### config.mk
export PLATFORM = sky130hd
export DESIGN_NAME = ictr_channel
export DESIGN_NICKNAME = d
export VERILOG_FILES = /design/src/include/ictr_pkg.sv /design/src/core/ictr_channel.sv /design/src/core/ictr_pin_sync.sv
export SDC_FILE = /design/constraint.sdc
export NUM_CORES = 1
export LEC_CHECK = 0
export ABC_AREA = 1
export CORE_MARGIN = 5
export CORE_UTILIZATION = 35
export CTS_CLUSTER_DIAMETER = 80
export CTS_CLUSTER_SIZE = 24
export DETAILED_ROUTE_END_ITERATION = 10
export DONT_BUFFER_PORTS = 1
export PLACE_DENSITY = 0.5
export SLEW_MARGIN = 25
export SYNTH_ARGS = -nofsm -noshare
export SYNTH_HDL_FRONTEND = slang
export SYNTH_SLANG_ARGS = --single-unit
### constraint.sdc
create_clock -name sys_clk -period 5.3 [get_ports sys_clk]
set_clock_uncertainty 0.15 [all_clocks]
set_input_delay 0.53 -clock sys_clk [delete_from_list [all_inputs] [get_ports sys_clk]]
set_output_delay 0.53 -clock sys_clk [all_outputs]
set_load 0.005 [all_outputs]
### src/include/ictr_pkg.sv
// shared types, field positions and helpers of the interval counter channel
package ictr_pkg;

    // control word field positions
    localparam int CW_BCD_BIT  = 0;
    localparam int CW_MODE_LSB = 1;
    localparam int CW_MODE_MSB = 3;
    localparam int CW_RW_LSB   = 4;
    localparam int CW_RW_MSB   = 5;

    // byte access selection codes
    localparam logic [1:0] RW_LATCH = 2'h0;
    localparam logic [1:0] RW_LSB   = 2'h1;
    localparam logic [1:0] RW_MSB   = 2'h2;
    localparam logic [1:0] RW_BOTH  = 2'h3;

    localparam logic [15:0] CNT_ZERO  = 16'h0000;
    localparam logic [15:0] CNT_ONE   = 16'h0001;
    localparam logic [15:0] CNT_TWO   = 16'h0002;
    localparam logic [7:0]  BYTE_ZERO = 8'h00;
    localparam logic [3:0]  BCD_TEN   = 4'hA;

    typedef enum logic [2:0] {
        MODE_TERMINAL,
        MODE_ONESHOT,
        MODE_RATE,
        MODE_SQUARE,
        MODE_STROBE,
        MODE_NONE
    } ictr_mode_t;

    // host write request, same clock as the channel
    typedef struct packed {
        logic       wrCtrl;
        logic       wrCount;
        logic [7:0] wrData;
    } ictr_host_t;

    typedef struct packed {
        logic [15:0] countValue;
        logic        loadPending;
    } ictr_status_t;

    typedef struct packed {
        logic [15:0] count;
        logic [15:0] holding;
        logic [7:0]  lowByte;
        ictr_mode_t  mode;
        logic        bcd;
        logic [1:0]  rwSel;
        logic        msbNext;
        logic        loadPend;
        logic        started;
        logic        hasCount;
        logic        halted;
        logic        oddExtra;
        logic        armed;
        logic        trigFlag;
        logic        trigS;
        logic        gateS;
        logic        wave;
    } ictr_state_t;

    function automatic ictr_mode_t ictrDecodeMode(input logic [2:0] code);
        ictr_mode_t m;
        m = MODE_NONE;
        case (code)
            3'h0: m = MODE_TERMINAL;
            3'h1: m = MODE_ONESHOT;
            3'h2: m = MODE_RATE;
            3'h3: m = MODE_SQUARE;
            3'h4: m = MODE_STROBE;
            default: m = MODE_NONE;
        endcase
        return m;
    endfunction

    // step down by one or two, binary or four-digit bcd, wrapping at zero
    function automatic logic [15:0] ictrDec(input logic [15:0] v, input logic two,
                                            input logic bcd);
        logic [16:0] bin;
        logic [15:0] r;
        logic [3:0]  dig;
        logic [3:0]  sub;
        bin = {1'b0, v} - (two ? 17'h0_0002 : 17'h0_0001);
        r   = v;
        sub = two ? 4'h2 : 4'h1;
        for (int i = 0; i < 4; i++) begin
            dig = v[i*4 +: 4];
            if (dig < sub) begin
                r[i*4 +: 4] = dig + BCD_TEN - sub;
                sub         = 4'h1;
            end else begin
                r[i*4 +: 4] = dig - sub;
                sub         = 4'h0;
            end
        end
        return bcd ? r : bin[15:0];
    endfunction

endpackage

### src/core/ictr_channel.sv
// one 16-bit down-counting interval channel, counting modes zero to four
// Operation
// [RULE_01] count pulse is rise then fall; trigger is rise
// [RULE_02] mode 0: low after control, high at zero
// [RULE_03] mode 0: gate level enables counting only
// [RULE_04] mode 0: load without decrement, rise N+1
// [RULE_05] mode 0: first byte halts, forces low
// [RULE_06] mode 0: count loads even with gate low
// [RULE_07] mode 1: trigger loads count, output goes low
// [RULE_08] mode 1: retrigger restarts pulse, count reused
// [RULE_09] mode 1: new count used only on retrigger
// [RULE_10] mode 2: low one pulse at one, reload
// [RULE_11] mode 2: gate low forces high, trigger reloads
// [RULE_12] mode 2: load next pulse, low after N
// [RULE_13] mode 2: new count at trigger or period end
// [RULE_14] host never writes count one in mode 2
// [RULE_15] mode 3: square wave, period N, starts high
// [RULE_16] mode 3: gate low forces high, trigger reloads
// [RULE_17] mode 3: new count at trigger or half end
// [RULE_18] mode 3 even: load, step two, toggle
// [RULE_19] mode 3 odd: load N-1, extra high pulse
// [RULE_20] mode 4: one-pulse low strobe at expiry
// [RULE_21] mode 4: load without decrement, strobe N+1
// [RULE_22] mode 4: first byte ignored, second retriggers
// [RULE_23] load/decrement on fall, gate sampled on rise
// [RULE_24] control write resets logic and output at once
// [RULE_25] zero count means full range, wraps around
// [RULE_26] gate low holds count unchanged; mode 1 keeps counting while the gate is low
`timescale 1ns/1ps
module ictr_channel
    import ictr_pkg::*;
(
    input  wire logic   sys_clk,
    input  wire logic   rst,
    input  ictr_host_t  hostReq,
    input  wire logic   countClkPin,
    input  wire logic   triggerPin,
    output logic        wavePin,
    output ictr_status_t status
);
    logic        clkLevel;
    logic        clkRise;
    logic        clkFall;
    logic        gateLvl;
    logic        gateRise;
    ictr_state_t state_r;
    ictr_state_t state_nxt;
    logic [15:0] decOne;
    logic [15:0] decTwo;
    logic [15:0] evenLoad;

    ictr_pin_sync uClkSync (
        .sys_clk  (sys_clk),
        .rst      (rst),
        .pinIn    (countClkPin),
        .pinLevel (clkLevel),
        .pinRise  (clkRise),
        .pinFall  (clkFall)
    );

    ictr_pin_sync uGateSync (
        .sys_clk  (sys_clk),
        .rst      (rst),
        .pinIn    (triggerPin),
        .pinLevel (gateLvl),
        .pinRise  (gateRise),
        .pinFall  ()
    );

    assign decOne   = ictrDec(state_r.count, 1'b0, state_r.bcd);
    assign decTwo   = ictrDec(state_r.count, 1'b1, state_r.bcd);
    assign evenLoad = {state_r.holding[15:1], 1'b0}; // RULE_19

    always_comb begin
        state_nxt = state_r;
        // gate sampling and trigger latch on the count clock rise
        if (clkRise) begin // RULE_23
            state_nxt.gateS    = gateLvl;
            state_nxt.trigS    = state_r.trigFlag | gateRise; // RULE_01
            state_nxt.trigFlag = 1'b0;
        end else if (gateRise) begin
            state_nxt.trigFlag = 1'b1; // RULE_01
        end

        if (clkFall) begin // RULE_01
            state_nxt.trigS = 1'b0;
            case (state_r.mode)
                MODE_TERMINAL: begin
                    if (state_r.loadPend && !state_r.halted) begin
                        state_nxt.count    = state_r.holding; // RULE_04
                        state_nxt.loadPend = 1'b0; // RULE_06
                        state_nxt.started  = 1'b1;
                    end else if (state_r.gateS && state_r.started && !state_r.halted) begin
                        state_nxt.count = decOne; // RULE_03 RULE_25
                        if (decOne == CNT_ZERO) begin
                            state_nxt.wave = 1'b1; // RULE_02
                        end
                    end
                end
                MODE_ONESHOT: begin
                    if (state_r.trigS && state_r.hasCount) begin
                        state_nxt.count    = state_r.holding; // RULE_08 RULE_09
                        state_nxt.wave     = 1'b0; // RULE_07
                        state_nxt.loadPend = 1'b0;
                        state_nxt.started  = 1'b1;
                    end else if (state_r.started) begin
                        state_nxt.count = decOne; // RULE_25
                        if (decOne == CNT_ZERO) begin
                            state_nxt.wave = 1'b1; // RULE_07
                        end
                    end
                end
                MODE_RATE: begin
                    if (state_r.hasCount &&
                        (state_r.trigS || (state_r.loadPend && !state_r.started))) begin
                        state_nxt.count    = state_r.holding; // RULE_11 RULE_12 RULE_13
                        state_nxt.loadPend = 1'b0;
                        state_nxt.started  = 1'b1;
                        state_nxt.wave     = 1'b1;
                    end else if (state_r.started && state_r.gateS) begin
                        if (state_r.count == CNT_ONE) begin
                            state_nxt.count    = state_r.holding; // RULE_10 RULE_13
                            state_nxt.loadPend = 1'b0;
                            state_nxt.wave     = 1'b1;
                        end else begin
                            state_nxt.count = decOne; // RULE_26
                            if (decOne == CNT_ONE) begin
                                state_nxt.wave = 1'b0; // RULE_10
                            end
                        end
                    end
                end
                MODE_SQUARE: begin
                    if (state_r.hasCount &&
                        (state_r.trigS || (state_r.loadPend && !state_r.started))) begin
                        state_nxt.count    = evenLoad; // RULE_16 RULE_17
                        state_nxt.loadPend = 1'b0;
                        state_nxt.started  = 1'b1;
                        state_nxt.wave     = 1'b1; // RULE_15
                        state_nxt.oddExtra = 1'b0;
                    end else if (state_r.started && state_r.gateS) begin
                        if (state_r.oddExtra) begin
                            state_nxt.wave     = 1'b0; // RULE_19
                            state_nxt.count    = evenLoad;
                            state_nxt.oddExtra = 1'b0;
                            state_nxt.loadPend = 1'b0;
                        end else if (state_r.count == CNT_TWO) begin
                            if (state_r.holding[0] && state_r.wave) begin
                                state_nxt.count    = decTwo; // RULE_19
                                state_nxt.oddExtra = 1'b1;
                            end else begin
                                state_nxt.wave     = ~state_r.wave; // RULE_18
                                state_nxt.count    = evenLoad; // RULE_17
                                state_nxt.loadPend = 1'b0;
                            end
                        end else begin
                            state_nxt.count = decTwo; // RULE_18
                        end
                    end
                end
                MODE_STROBE: begin
                    if (state_r.loadPend) begin
                        state_nxt.count    = state_r.holding; // RULE_21 RULE_22
                        state_nxt.loadPend = 1'b0;
                        state_nxt.started  = 1'b1;
                        state_nxt.armed    = 1'b1;
                        state_nxt.wave     = 1'b1;
                    end else begin
                        if (!state_r.wave) begin
                            state_nxt.wave = 1'b1; // RULE_20
                        end
                        if (state_r.gateS && state_r.started) begin
                            state_nxt.count = decOne; // RULE_25
                            if (decOne == CNT_ZERO && state_r.armed) begin
                                state_nxt.wave  = 1'b0; // RULE_20
                                state_nxt.armed = 1'b0;
                            end
                        end
                    end
                end
                default: begin
                    state_nxt.wave = 1'b1;
                end
            endcase
        end

        // in modes 2 and 3, gate low during a low output forces it high without a count pulse
        if ((state_r.mode == MODE_RATE || state_r.mode == MODE_SQUARE) &&
            !gateLvl && !state_r.wave) begin
            state_nxt.wave = 1'b1; // RULE_11 RULE_16
        end

        if (hostReq.wrCtrl &&
            hostReq.wrData[CW_RW_MSB:CW_RW_LSB] != RW_LATCH) begin
            state_nxt.mode     = ictrDecodeMode(hostReq.wrData[CW_MODE_MSB:CW_MODE_LSB]);
            state_nxt.bcd      = hostReq.wrData[CW_BCD_BIT];
            state_nxt.rwSel    = hostReq.wrData[CW_RW_MSB:CW_RW_LSB];
            state_nxt.msbNext  = 1'b0; // RULE_24
            state_nxt.loadPend = 1'b0;
            state_nxt.started  = 1'b0;
            state_nxt.hasCount = 1'b0;
            state_nxt.halted   = 1'b0;
            state_nxt.oddExtra = 1'b0;
            state_nxt.armed    = 1'b0;
            state_nxt.trigFlag = 1'b0;
            state_nxt.trigS    = 1'b0;
            state_nxt.wave     = (ictrDecodeMode(hostReq.wrData[CW_MODE_MSB:CW_MODE_LSB])
                                  != MODE_TERMINAL); // RULE_02 RULE_24
        end else if (hostReq.wrCount) begin
            if (state_r.rwSel == RW_BOTH && !state_r.msbNext) begin
                state_nxt.lowByte = hostReq.wrData;
                state_nxt.msbNext = 1'b1;
                if (state_r.mode == MODE_TERMINAL) begin
                    state_nxt.halted = 1'b1; // RULE_05
                    state_nxt.wave   = 1'b0; // RULE_05
                end
            end else begin
                if (state_r.rwSel == RW_LSB) begin
                    state_nxt.holding = {BYTE_ZERO, hostReq.wrData};
                end else if (state_r.rwSel == RW_MSB) begin
                    state_nxt.holding = {hostReq.wrData, BYTE_ZERO};
                end else begin
                    state_nxt.holding = {hostReq.wrData, state_r.lowByte};
                end
                state_nxt.msbNext  = 1'b0;
                state_nxt.loadPend = 1'b1; // RULE_13 RULE_17 RULE_22
                state_nxt.hasCount = 1'b1; // RULE_07
                state_nxt.halted   = 1'b0;
                if (state_r.mode == MODE_TERMINAL) begin
                    state_nxt.wave = 1'b0; // RULE_02
                end
            end
        end
    end

    always_ff @(posedge sys_clk or posedge rst) begin
        if (rst) begin
            state_r          <= '0;
            state_r.mode     <= MODE_NONE;
            state_r.rwSel    <= RW_LSB;
            state_r.wave     <= 1'b1;
        end else begin
            state_r <= state_nxt;
        end
    end

    assign wavePin            = state_r.wave;
    assign status.countValue  = state_r.count;
    assign status.loadPending = state_r.loadPend;
endmodule

### src/core/ictr_pin_sync.sv
// two-flop synchroniser with level and edge pulses for one input pin
`timescale 1ns/1ps
module ictr_pin_sync (
    input  wire logic sys_clk,
    input  wire logic rst,
    input  wire logic pinIn,
    output logic      pinLevel,
    output logic      pinRise,
    output logic      pinFall
);
    typedef struct packed {
        logic meta;
        logic stable;
        logic prev;
    } ictr_sync_t;

    ictr_sync_t sync_r;
    ictr_sync_t sync_nxt;

    // only the second stage reads the first
    always_comb begin
        sync_nxt        = sync_r;
        sync_nxt.meta   = pinIn;
        sync_nxt.stable = sync_r.meta;
        sync_nxt.prev   = sync_r.stable;
    end

    always_ff @(posedge sys_clk or posedge rst) begin
        if (rst) begin
            sync_r <= '0;
        end else begin
            sync_r <= sync_nxt;
        end
    end

    assign pinLevel = sync_r.stable;
    assign pinRise  = sync_r.stable & ~sync_r.prev;
    assign pinFall  = ~sync_r.stable & sync_r.prev;
endmodule

==> results of run 1 <==
[Yosys cell counts (3+ instances only)]
cell type / instances
nand2_1: 156
inv_1: 92
o21ai_0: 86
nand3_1: 63
nor2_1: 60
dfrtp_1: 59
a21oi_1: 55
ha_1: 40
buf_4: 19
inv_2: 17
clkbuf_1: 15
xor2_1: 15
o211ai_1: 14
nor3_1: 11
nor2_2: 10
nand4_1: 8
a31oi_1: 7
nand2_2: 7
nor2_4: 7
o22ai_1: 7
xnor2_1: 6
nand3_2: 5
o31ai_1: 5
a211oi_1: 4
dfstp_2: 4
o21ai_1: 4
buf_2: 3
mux2_2: 3
[kinds of logic after synthesis]
logic type | share of synthesized area
DFF | 0.2794
buffers and inverters | 0.1154
adders and majority gates | 0.08842
xor gates and xnor gates | 0.03249
and+or+nand+nor | 0.2752
AOI/OAI and AO/OA | 0.2031
muxes | 0.005968
[cell type report]
class | instances | area share
clock buffer | 12 | 0.04227
clock inverter | 3 | 0.01113
inverter | 110 | 0.06804
multi-input combinational | 598 | 0.5660
sequential | 63 | 0.2606
tap | 216 | 0.04454
timing repair buffer | 6 | 0.007423
[worst min path at each step]
stage / start / end / slack [ns]
2_1_floorplan: uClkSync.sync_nxt[1] / uClkSync.pinLevel / 0.18
3_3_place_gp: uClkSync.sync_nxt[1] / uClkSync.pinLevel / 0.18
3_5_place_dp: uGateSync.sync_nxt[1] / uGateSync.pinLevel / 0.19
4_1_cts: countClkPin / uClkSync.sync_nxt[1] / 0.06
5_1_grt: countClkPin / uClkSync.sync_nxt[1] / 0.06
6_report: triggerPin / uGateSync.sync_nxt[1] / 0.06
[worst reg2reg max path, stage by stage, from the launching register on]
cell and delay [ns]:
dfrtp_1 0.46, inv_1 0.22, ha_1 0.32, nand2_4 0.10
inv_1 0.06, ha_1 0.24, ha_1 0.24, nand2_2 0.10
inv_2 0.09, ha_1 0.24, ha_1 0.21, nand2_1 0.07
nor2_1 0.22, ha_1 0.30, ha_1 0.23, nand2_1 0.11
o31ai_1 0.34, nand2_1 0.16, nor2_1 0.11, nand2_1 0.07
nor2_2 0.12, nand4_1 0.09, nand2_1 0.07, nand2_1 0.06
o21bai_2 0.14, nand2_1 0.07, nand2_1 0.06, nand2_1 0.05
[registers in the layout (all words and copies together) (netlist names)]
name and cells:
state_r 24, evenLoad 15, uGateSync.sync_r 1, wavePin 1, status 17, uGateSync.pinLevel 1
uGateSync.sync_nxt 1, uClkSync.sync_nxt 1, uClkSync.sync_r 1, uClkSync.pinLevel 1
[routing by layer]
metal,up-vias,global-route usage,part of all wire
met5,-,0,0
met3,18,0.02995,0.062
met4,0,0.05432,0.015
met2,196,0.3087,0.46
li1,2635,-,-
met1,2548,0.2679,0.46
[power groups by stage]
stage                     registers, mW  clock network (mW)  logic, mW
after floorplan                   0.739                   0       1.22
after global placement            0.850                   0       1.39
after detailed placement          0.853                   0       1.40
after CTS                         0.844               0.683       1.41
after global routing              0.872               0.705       1.60
final                             0.839               0.667       1.43
[placed cells by master, fill, tap and decap left out, types with 7 or more instances in the layout]
master     synthesis  routed
a31oi_1            7       7
clkbuf_16          0       9
ha_1              40      40
nand3_1           63      63
inv_1             92      91
nor3_1            11      11
o211ai_1          14      14
inv_2             17      18
o21ai_0           86      86
a21oi_1           55      55
dfrtp_1           59      59
nor2_1            60      60
nor2_2            10      10
nand2_1          156     156
xor2_1            15      15
nand2_2            7       7
nor2_4             7       7
nand4_1            8       8
o22ai_1            7       7
==> results.cfg, run 1 <==
[pwr]
p_leak_nw = 2.796
pwr-share-clk = 0.227
p_sw_mw = 1.414
combinationalPowerShare = 0.488
power_density_nw_per_um2 = 484.4
p_sw_frac = 0.4809
internal_power_mw = 1.526
p_seq_frac = 0.285
ir_drop_v = 0.0001818
p_total_mw = 2.939

[synthesis]
synth_edf_count = 0
ys_types = 52
synth_area_um2 = 5660
postSynth.asyncResetShare = 1.000
yosys_warnings = 0
ys_ff_latch = 63
synth_flop_cell = dfrtp_1
yosysTopAreaCellShare = 0.2608
syn_nets = 865
synth_seq_area_share = 0.2794
synth_top_cell_by_area = dfrtp_1
synth_area_per_cell_um2 = 6.980
postSynthCellCount = 811
synthTopCellsByArea = dfrtp_1 26%, nand2_1 10%, ha_1 8.8%

[routing]
first_pass_iters = 9
wl_per_cell_um = 17.39
drc = 0
wl_mm = 17.53
detail-route-antenna-nets = 0
drt_iter0_markers = 517
vias = 5397
via_per_inst = 5.354

[placement]
port-buffer-count = 0
place_hpwl_mm = 13.33
dp_slack_ns = 0.6170
dp.cells = 993
place.gp.congestion = 0.9613
place_area_um2 = 5744

[hold_path]
holdPathStages = 0
hp-class = primary input to register

[layout]
multiInputGateArea_um2 = 3435
num_antenna_cells = 0
layout.area.seq_um2 = 1582
synthToLayoutAreaGrowth_pct = 7.206
design_area_um2 = 6068
drive_above_1_share = 0.1111
nets = 842
nFillCells = 1721
finalNonFillerCells = 1008
utilization = 0.3820

[clocking]
htreeDepth = 3
cts_made_buffers = 9
clkTransAtPathRegs_ns = 0.06
clk_path_buf_depth = 2
cts-root-buf = clkbuf_16
cts_tree = done
cts.sinks = 63
cts-resized-gates = 0
insertion_delay_ns = 0.34
cts_hold_buf = 0
cts_setup_buffers = 0

[sta]
setup_viol = 0
fin_setup_tns_ns = 0
max_freq_mhz = 208.7
finalCriticalPeriod_ns = 4.791
relSlewSlack = 0.2798
finalWorstSetupSlack_ns = 0.5090
tightestPinTransition_ns = 1.072
slew_violations = 0
holdWs_ns = 0.06445
finalCritPeriodShare = 0.9040
rsz0062_at_grt = no
hold_viol_final = 0

[worst_setup_path]
reg2reg_from = status[2]
crit_slowest_cell = dfrtp_1
cp_top_family = adder cells
cp_common_cell = nand2_1
end_kind = register
critPathBufInv = 3
endpoint = wavePin
r2r_cells = 27
cpPeakStageDelay_ns = 0.46
worstSetupPathType = register to register
rrSetupSlack_ns = 0.51
worstPathRequired_ns = 5.42
startpoint_type = register
r2r_end = wavePin
cp_max_fo = 7
cp.arrival_ns = 4.91
path_depth = 27
startpoint = status[2]

[global_routing]
overflow = 0
first_global_vias = 5035
antenna_found_initial = 0
grt_max_degree = 64
grt_pass1_wl_mm = 28.15
grtUsageTotal = 0.1921

[floorplanning]
initial_core_util = 0.3563
ios = 32
coreArea_um2 = 15890
fp.dieArea_um2 = 18820
die_h_um = 137.2
die_w_um = 137.2
fp-row-count = 46

[job]
drv_cap = 0

[outcome]
outcome = complete, no violations
Power figures use the tool's default switching activity.
==> run 2, diff against run 1 <==
--- a/config.mk
+++ b/config.mk
@@ -5,7 +5,7 @@
 export SDC_FILE = /design/constraint.sdc
 export NUM_CORES = 1
 export LEC_CHECK = 0
-export ABC_AREA = 1
+export ABC_AREA = 0
 export CORE_MARGIN = 5
 export CORE_UTILIZATION = 35
 export CTS_CLUSTER_DIAMETER = 80
==> run 2 against run 1 <==
  * Final area down 5.5%
  * Combinational power down 3%
  * Worst hold slack better by 0.0033 ns
  * Total power down 3.9%
  * Global-route usage down 1.6 points
  * Fmax down 0.95%
  * Critical path type unchanged
  * Largest cell class unchanged
  * Largest power group unchanged
==> results.cfg, run 2 <==
[outcome]
outcome = complete, no violations

[placement]
dp.cells = 794
port-buffer-count = 0
place.gp.congestion = 0.8689
place_hpwl_mm = 11.80

[synthesis]
synth_top_cell_by_area = dfrtp_1
postSynth.asyncResetShare = 1.000
postSynthCellCount = 648
synth_edf_count = 0
ys_types = 76
yosysTopAreaCellShare = 0.2726
synth_flop_cell = dfrtp_1
synthTopCellsByArea = dfrtp_1 27%, ha_1 9.2%, nand2_1 5.0%
synth_most_common_cell = nand2_1
yosys_warnings = 0
ys_ff_latch = 63
syn_nets = 702
synth_seq_area_share = 0.2920
synth_area_um2 = 5416
synthTopCellsByCount = 72 x nand2_1, 59 x dfrtp_1, 53 x o21ai_0, 51 x a21oi_1, 49 x nor2_1
synth_area_per_cell_um2 = 8.359

[global_routing]
antenna_found_initial = 0
first_global_vias = 4569
use_met2 = 0.2824
grt_pass1_wl_mm = 25.17
overflow = 0
met1_usage = 0.2349
grt_use_met3 = 0.03751
top_usage_layer = met2
grt_max_degree = 64
grtUsageTotal = 0.1764

[sta]
rsz0062_at_grt = no
max_freq_mhz = 206.8
setup_viol = 0
relSlewSlack = 0.3227
finalCritPeriodShare = 0.9126
holdWs_ns = 0.06772
hold_viol_final = 0
slew_violations = 0
fin_setup_tns_ns = 0
finalCriticalPeriod_ns = 4.837
tightestPinTransition_ns = 1.005

[floorplanning]
fp.dieArea_um2 = 18060
initial_core_util = 0.3563
die_h_um = 134.4
ios = 32
fp-row-count = 45
die_w_um = 134.4
coreArea_um2 = 15200

[clocking]
cts.sinks = 63
cts_tree = done
insertion_delay_ns = 0.34
cts-root-buf = clkbuf_16
clkTransAtPathRegs_ns = 0.06
htreeDepth = 3
cts_made_buffers = 9
clk_path_buf_depth = 2

[worst_setup_path]
worstPathRequired_ns = 5.39
crit_slowest_cell = dfrtp_1
cp_max_fo = 6
worstSetupPathType = register to register
critPathBufInv = 2
cp_common_cell = ha_1
end_kind = register
cpPeakStageDelay_ns = 0.37
crit_chain = inv_1 -> ha_1 -> inv_1 -> nor3_1 -> ha_1 -> ha_1 -> and2_1 -> ha_1 -> ha_1 -> nor3b_1 -> ha_1 -> ha_1 -> nor3b_2 -> o221a_2 -> a41oi_1 -> xor2_1 -> nor4b_4 -> nand4_1 -> a211oi_1 -> o211ai_1
cp_top_family = adder cells
cp.arrival_ns = 4.92
startpoint_type = register

[routing]
drc = 0
via_per_inst = 5.878
drt_iter0_markers = 384
vias = 4761
wl_per_cell_um = 19.32
detail-route-antenna-nets = 0
first_pass_iters = 8
wl_mm = 15.65

[layout]
layout_common_cells = 72 x nand2_1, 59 x dfrtp_1, 53 x o21ai_0
drive_above_1_share = 0.09486
synthToLayoutAreaGrowth_pct = 5.867
utilization = 0.3772
num_antenna_cells = 0
final_common_cell = nand2_1
finalNonFillerCells = 810
nFillCells = 1584
regMostFlops = state_r
nets = 671
largest_reg_flops = 24

[pwr]
p_total_mw = 2.825
ir_drop_v = 0.0001918
p_leak_nw = 2.419
power_density_nw_per_um2 = 492.7

[job]
drv_cap = 0

[hold_path]
hp-class = primary input to register
-- run 2: logic make-up after synthesis --
group	synth area share
buffers and inverters	0.06791
XOR/XNOR	0.05659
flip-flops	0.2920
multiplexers	0.06145
AND/OR/NAND/NOR	0.2058
adder cells (fa/ha/maj)	0.09240
AO/OA/AOI/OAI	0.2238
-- run 2: path summary, 6_finish.rpt --
| check | from | to | slack [ns] | cells past startpoint |
|---|---|---|---|---|
| setup / recovery | status[2] | wavePin | 0.46 | 20 |
| hold / removal | countClkPin | uClkSync.sync_nxt[1] | 0.07 | 0 |
| setup reg to reg | status[2] | wavePin | 0.46 | 20 |
| hold reg to reg | uClkSync.sync_nxt[1] | uClkSync.pinLevel | 0.20 | 0 |
| max in group asynchronous | rst | status[7] | 4.27 | 2 |
| min in group asynchronous | rst | uGateSync.sync_nxt[1] | 0.16 | 2 |
-- run 2: power breakdown --
| part | total, mW | internal [mW] | leakage (nW) | switching [mW] |
|---|---|---|---|---|
| sequential | 0.870 | 0.610 | 0.770 | 0.260 |
| clock | 0.562 | 0.321 | 0.133 | 0.241 |
| combinational | 1.39 | 0.560 | 1.52 | 0.834 |
-- run 2: cell type report --
class	instances	area, um2	share of cell area
clock inverter	7	55.05	0.009601
timing repair buffer	8	60.06	0.01047
inverter	27	101.3	0.01767
sequential	63	1582	0.2758
tap	188	235.2	0.04102
multi-input combinational	508	3476	0.6062
clock buffer	9	225.2	0.03928
-- run 2: routing by layer --
layer  routed length (um)  share of wire
met3                  953          0.061
met5                    0              0
met1                 7020           0.45
met2                 7315           0.47
met4                  359          0.023
-- run 2: metrics by stage --
step                      cell area (um2)  setup WS (ns)
final                                5734         0.4633
after global routing                 5734         0.1341
after CTS                            5729         0.3765
after detailed placement             5449         0.3852
after global placement               5449         0.6669
after floorplan                      5416         0.8433
-- run 2: timing repair --
action / CTS / global route
setup endpoints to repair: 0 / 1
hold buffers: 0 / 0
buffers inserted: 0 / 0
resized for setup: 0 / 1
-- run 2: worst reg2reg max path, stage by stage, from the launching register on --
cell,delay (ns)
dfrtp_1,0.37
inv_1,0.13
ha_1,0.19
inv_1,0.07
nor3_1,0.15
ha_1,0.30
ha_1,0.25
and2_1,0.17
ha_1,0.24
ha_1,0.23
nor3b_1,0.35
ha_1,0.32
ha_1,0.23
nor3b_2,0.25
o221a_2,0.23
a41oi_1,0.05
xor2_1,0.24
nor4b_4,0.30
nand4_1,0.14
a211oi_1,0.27
o211ai_1,0.11
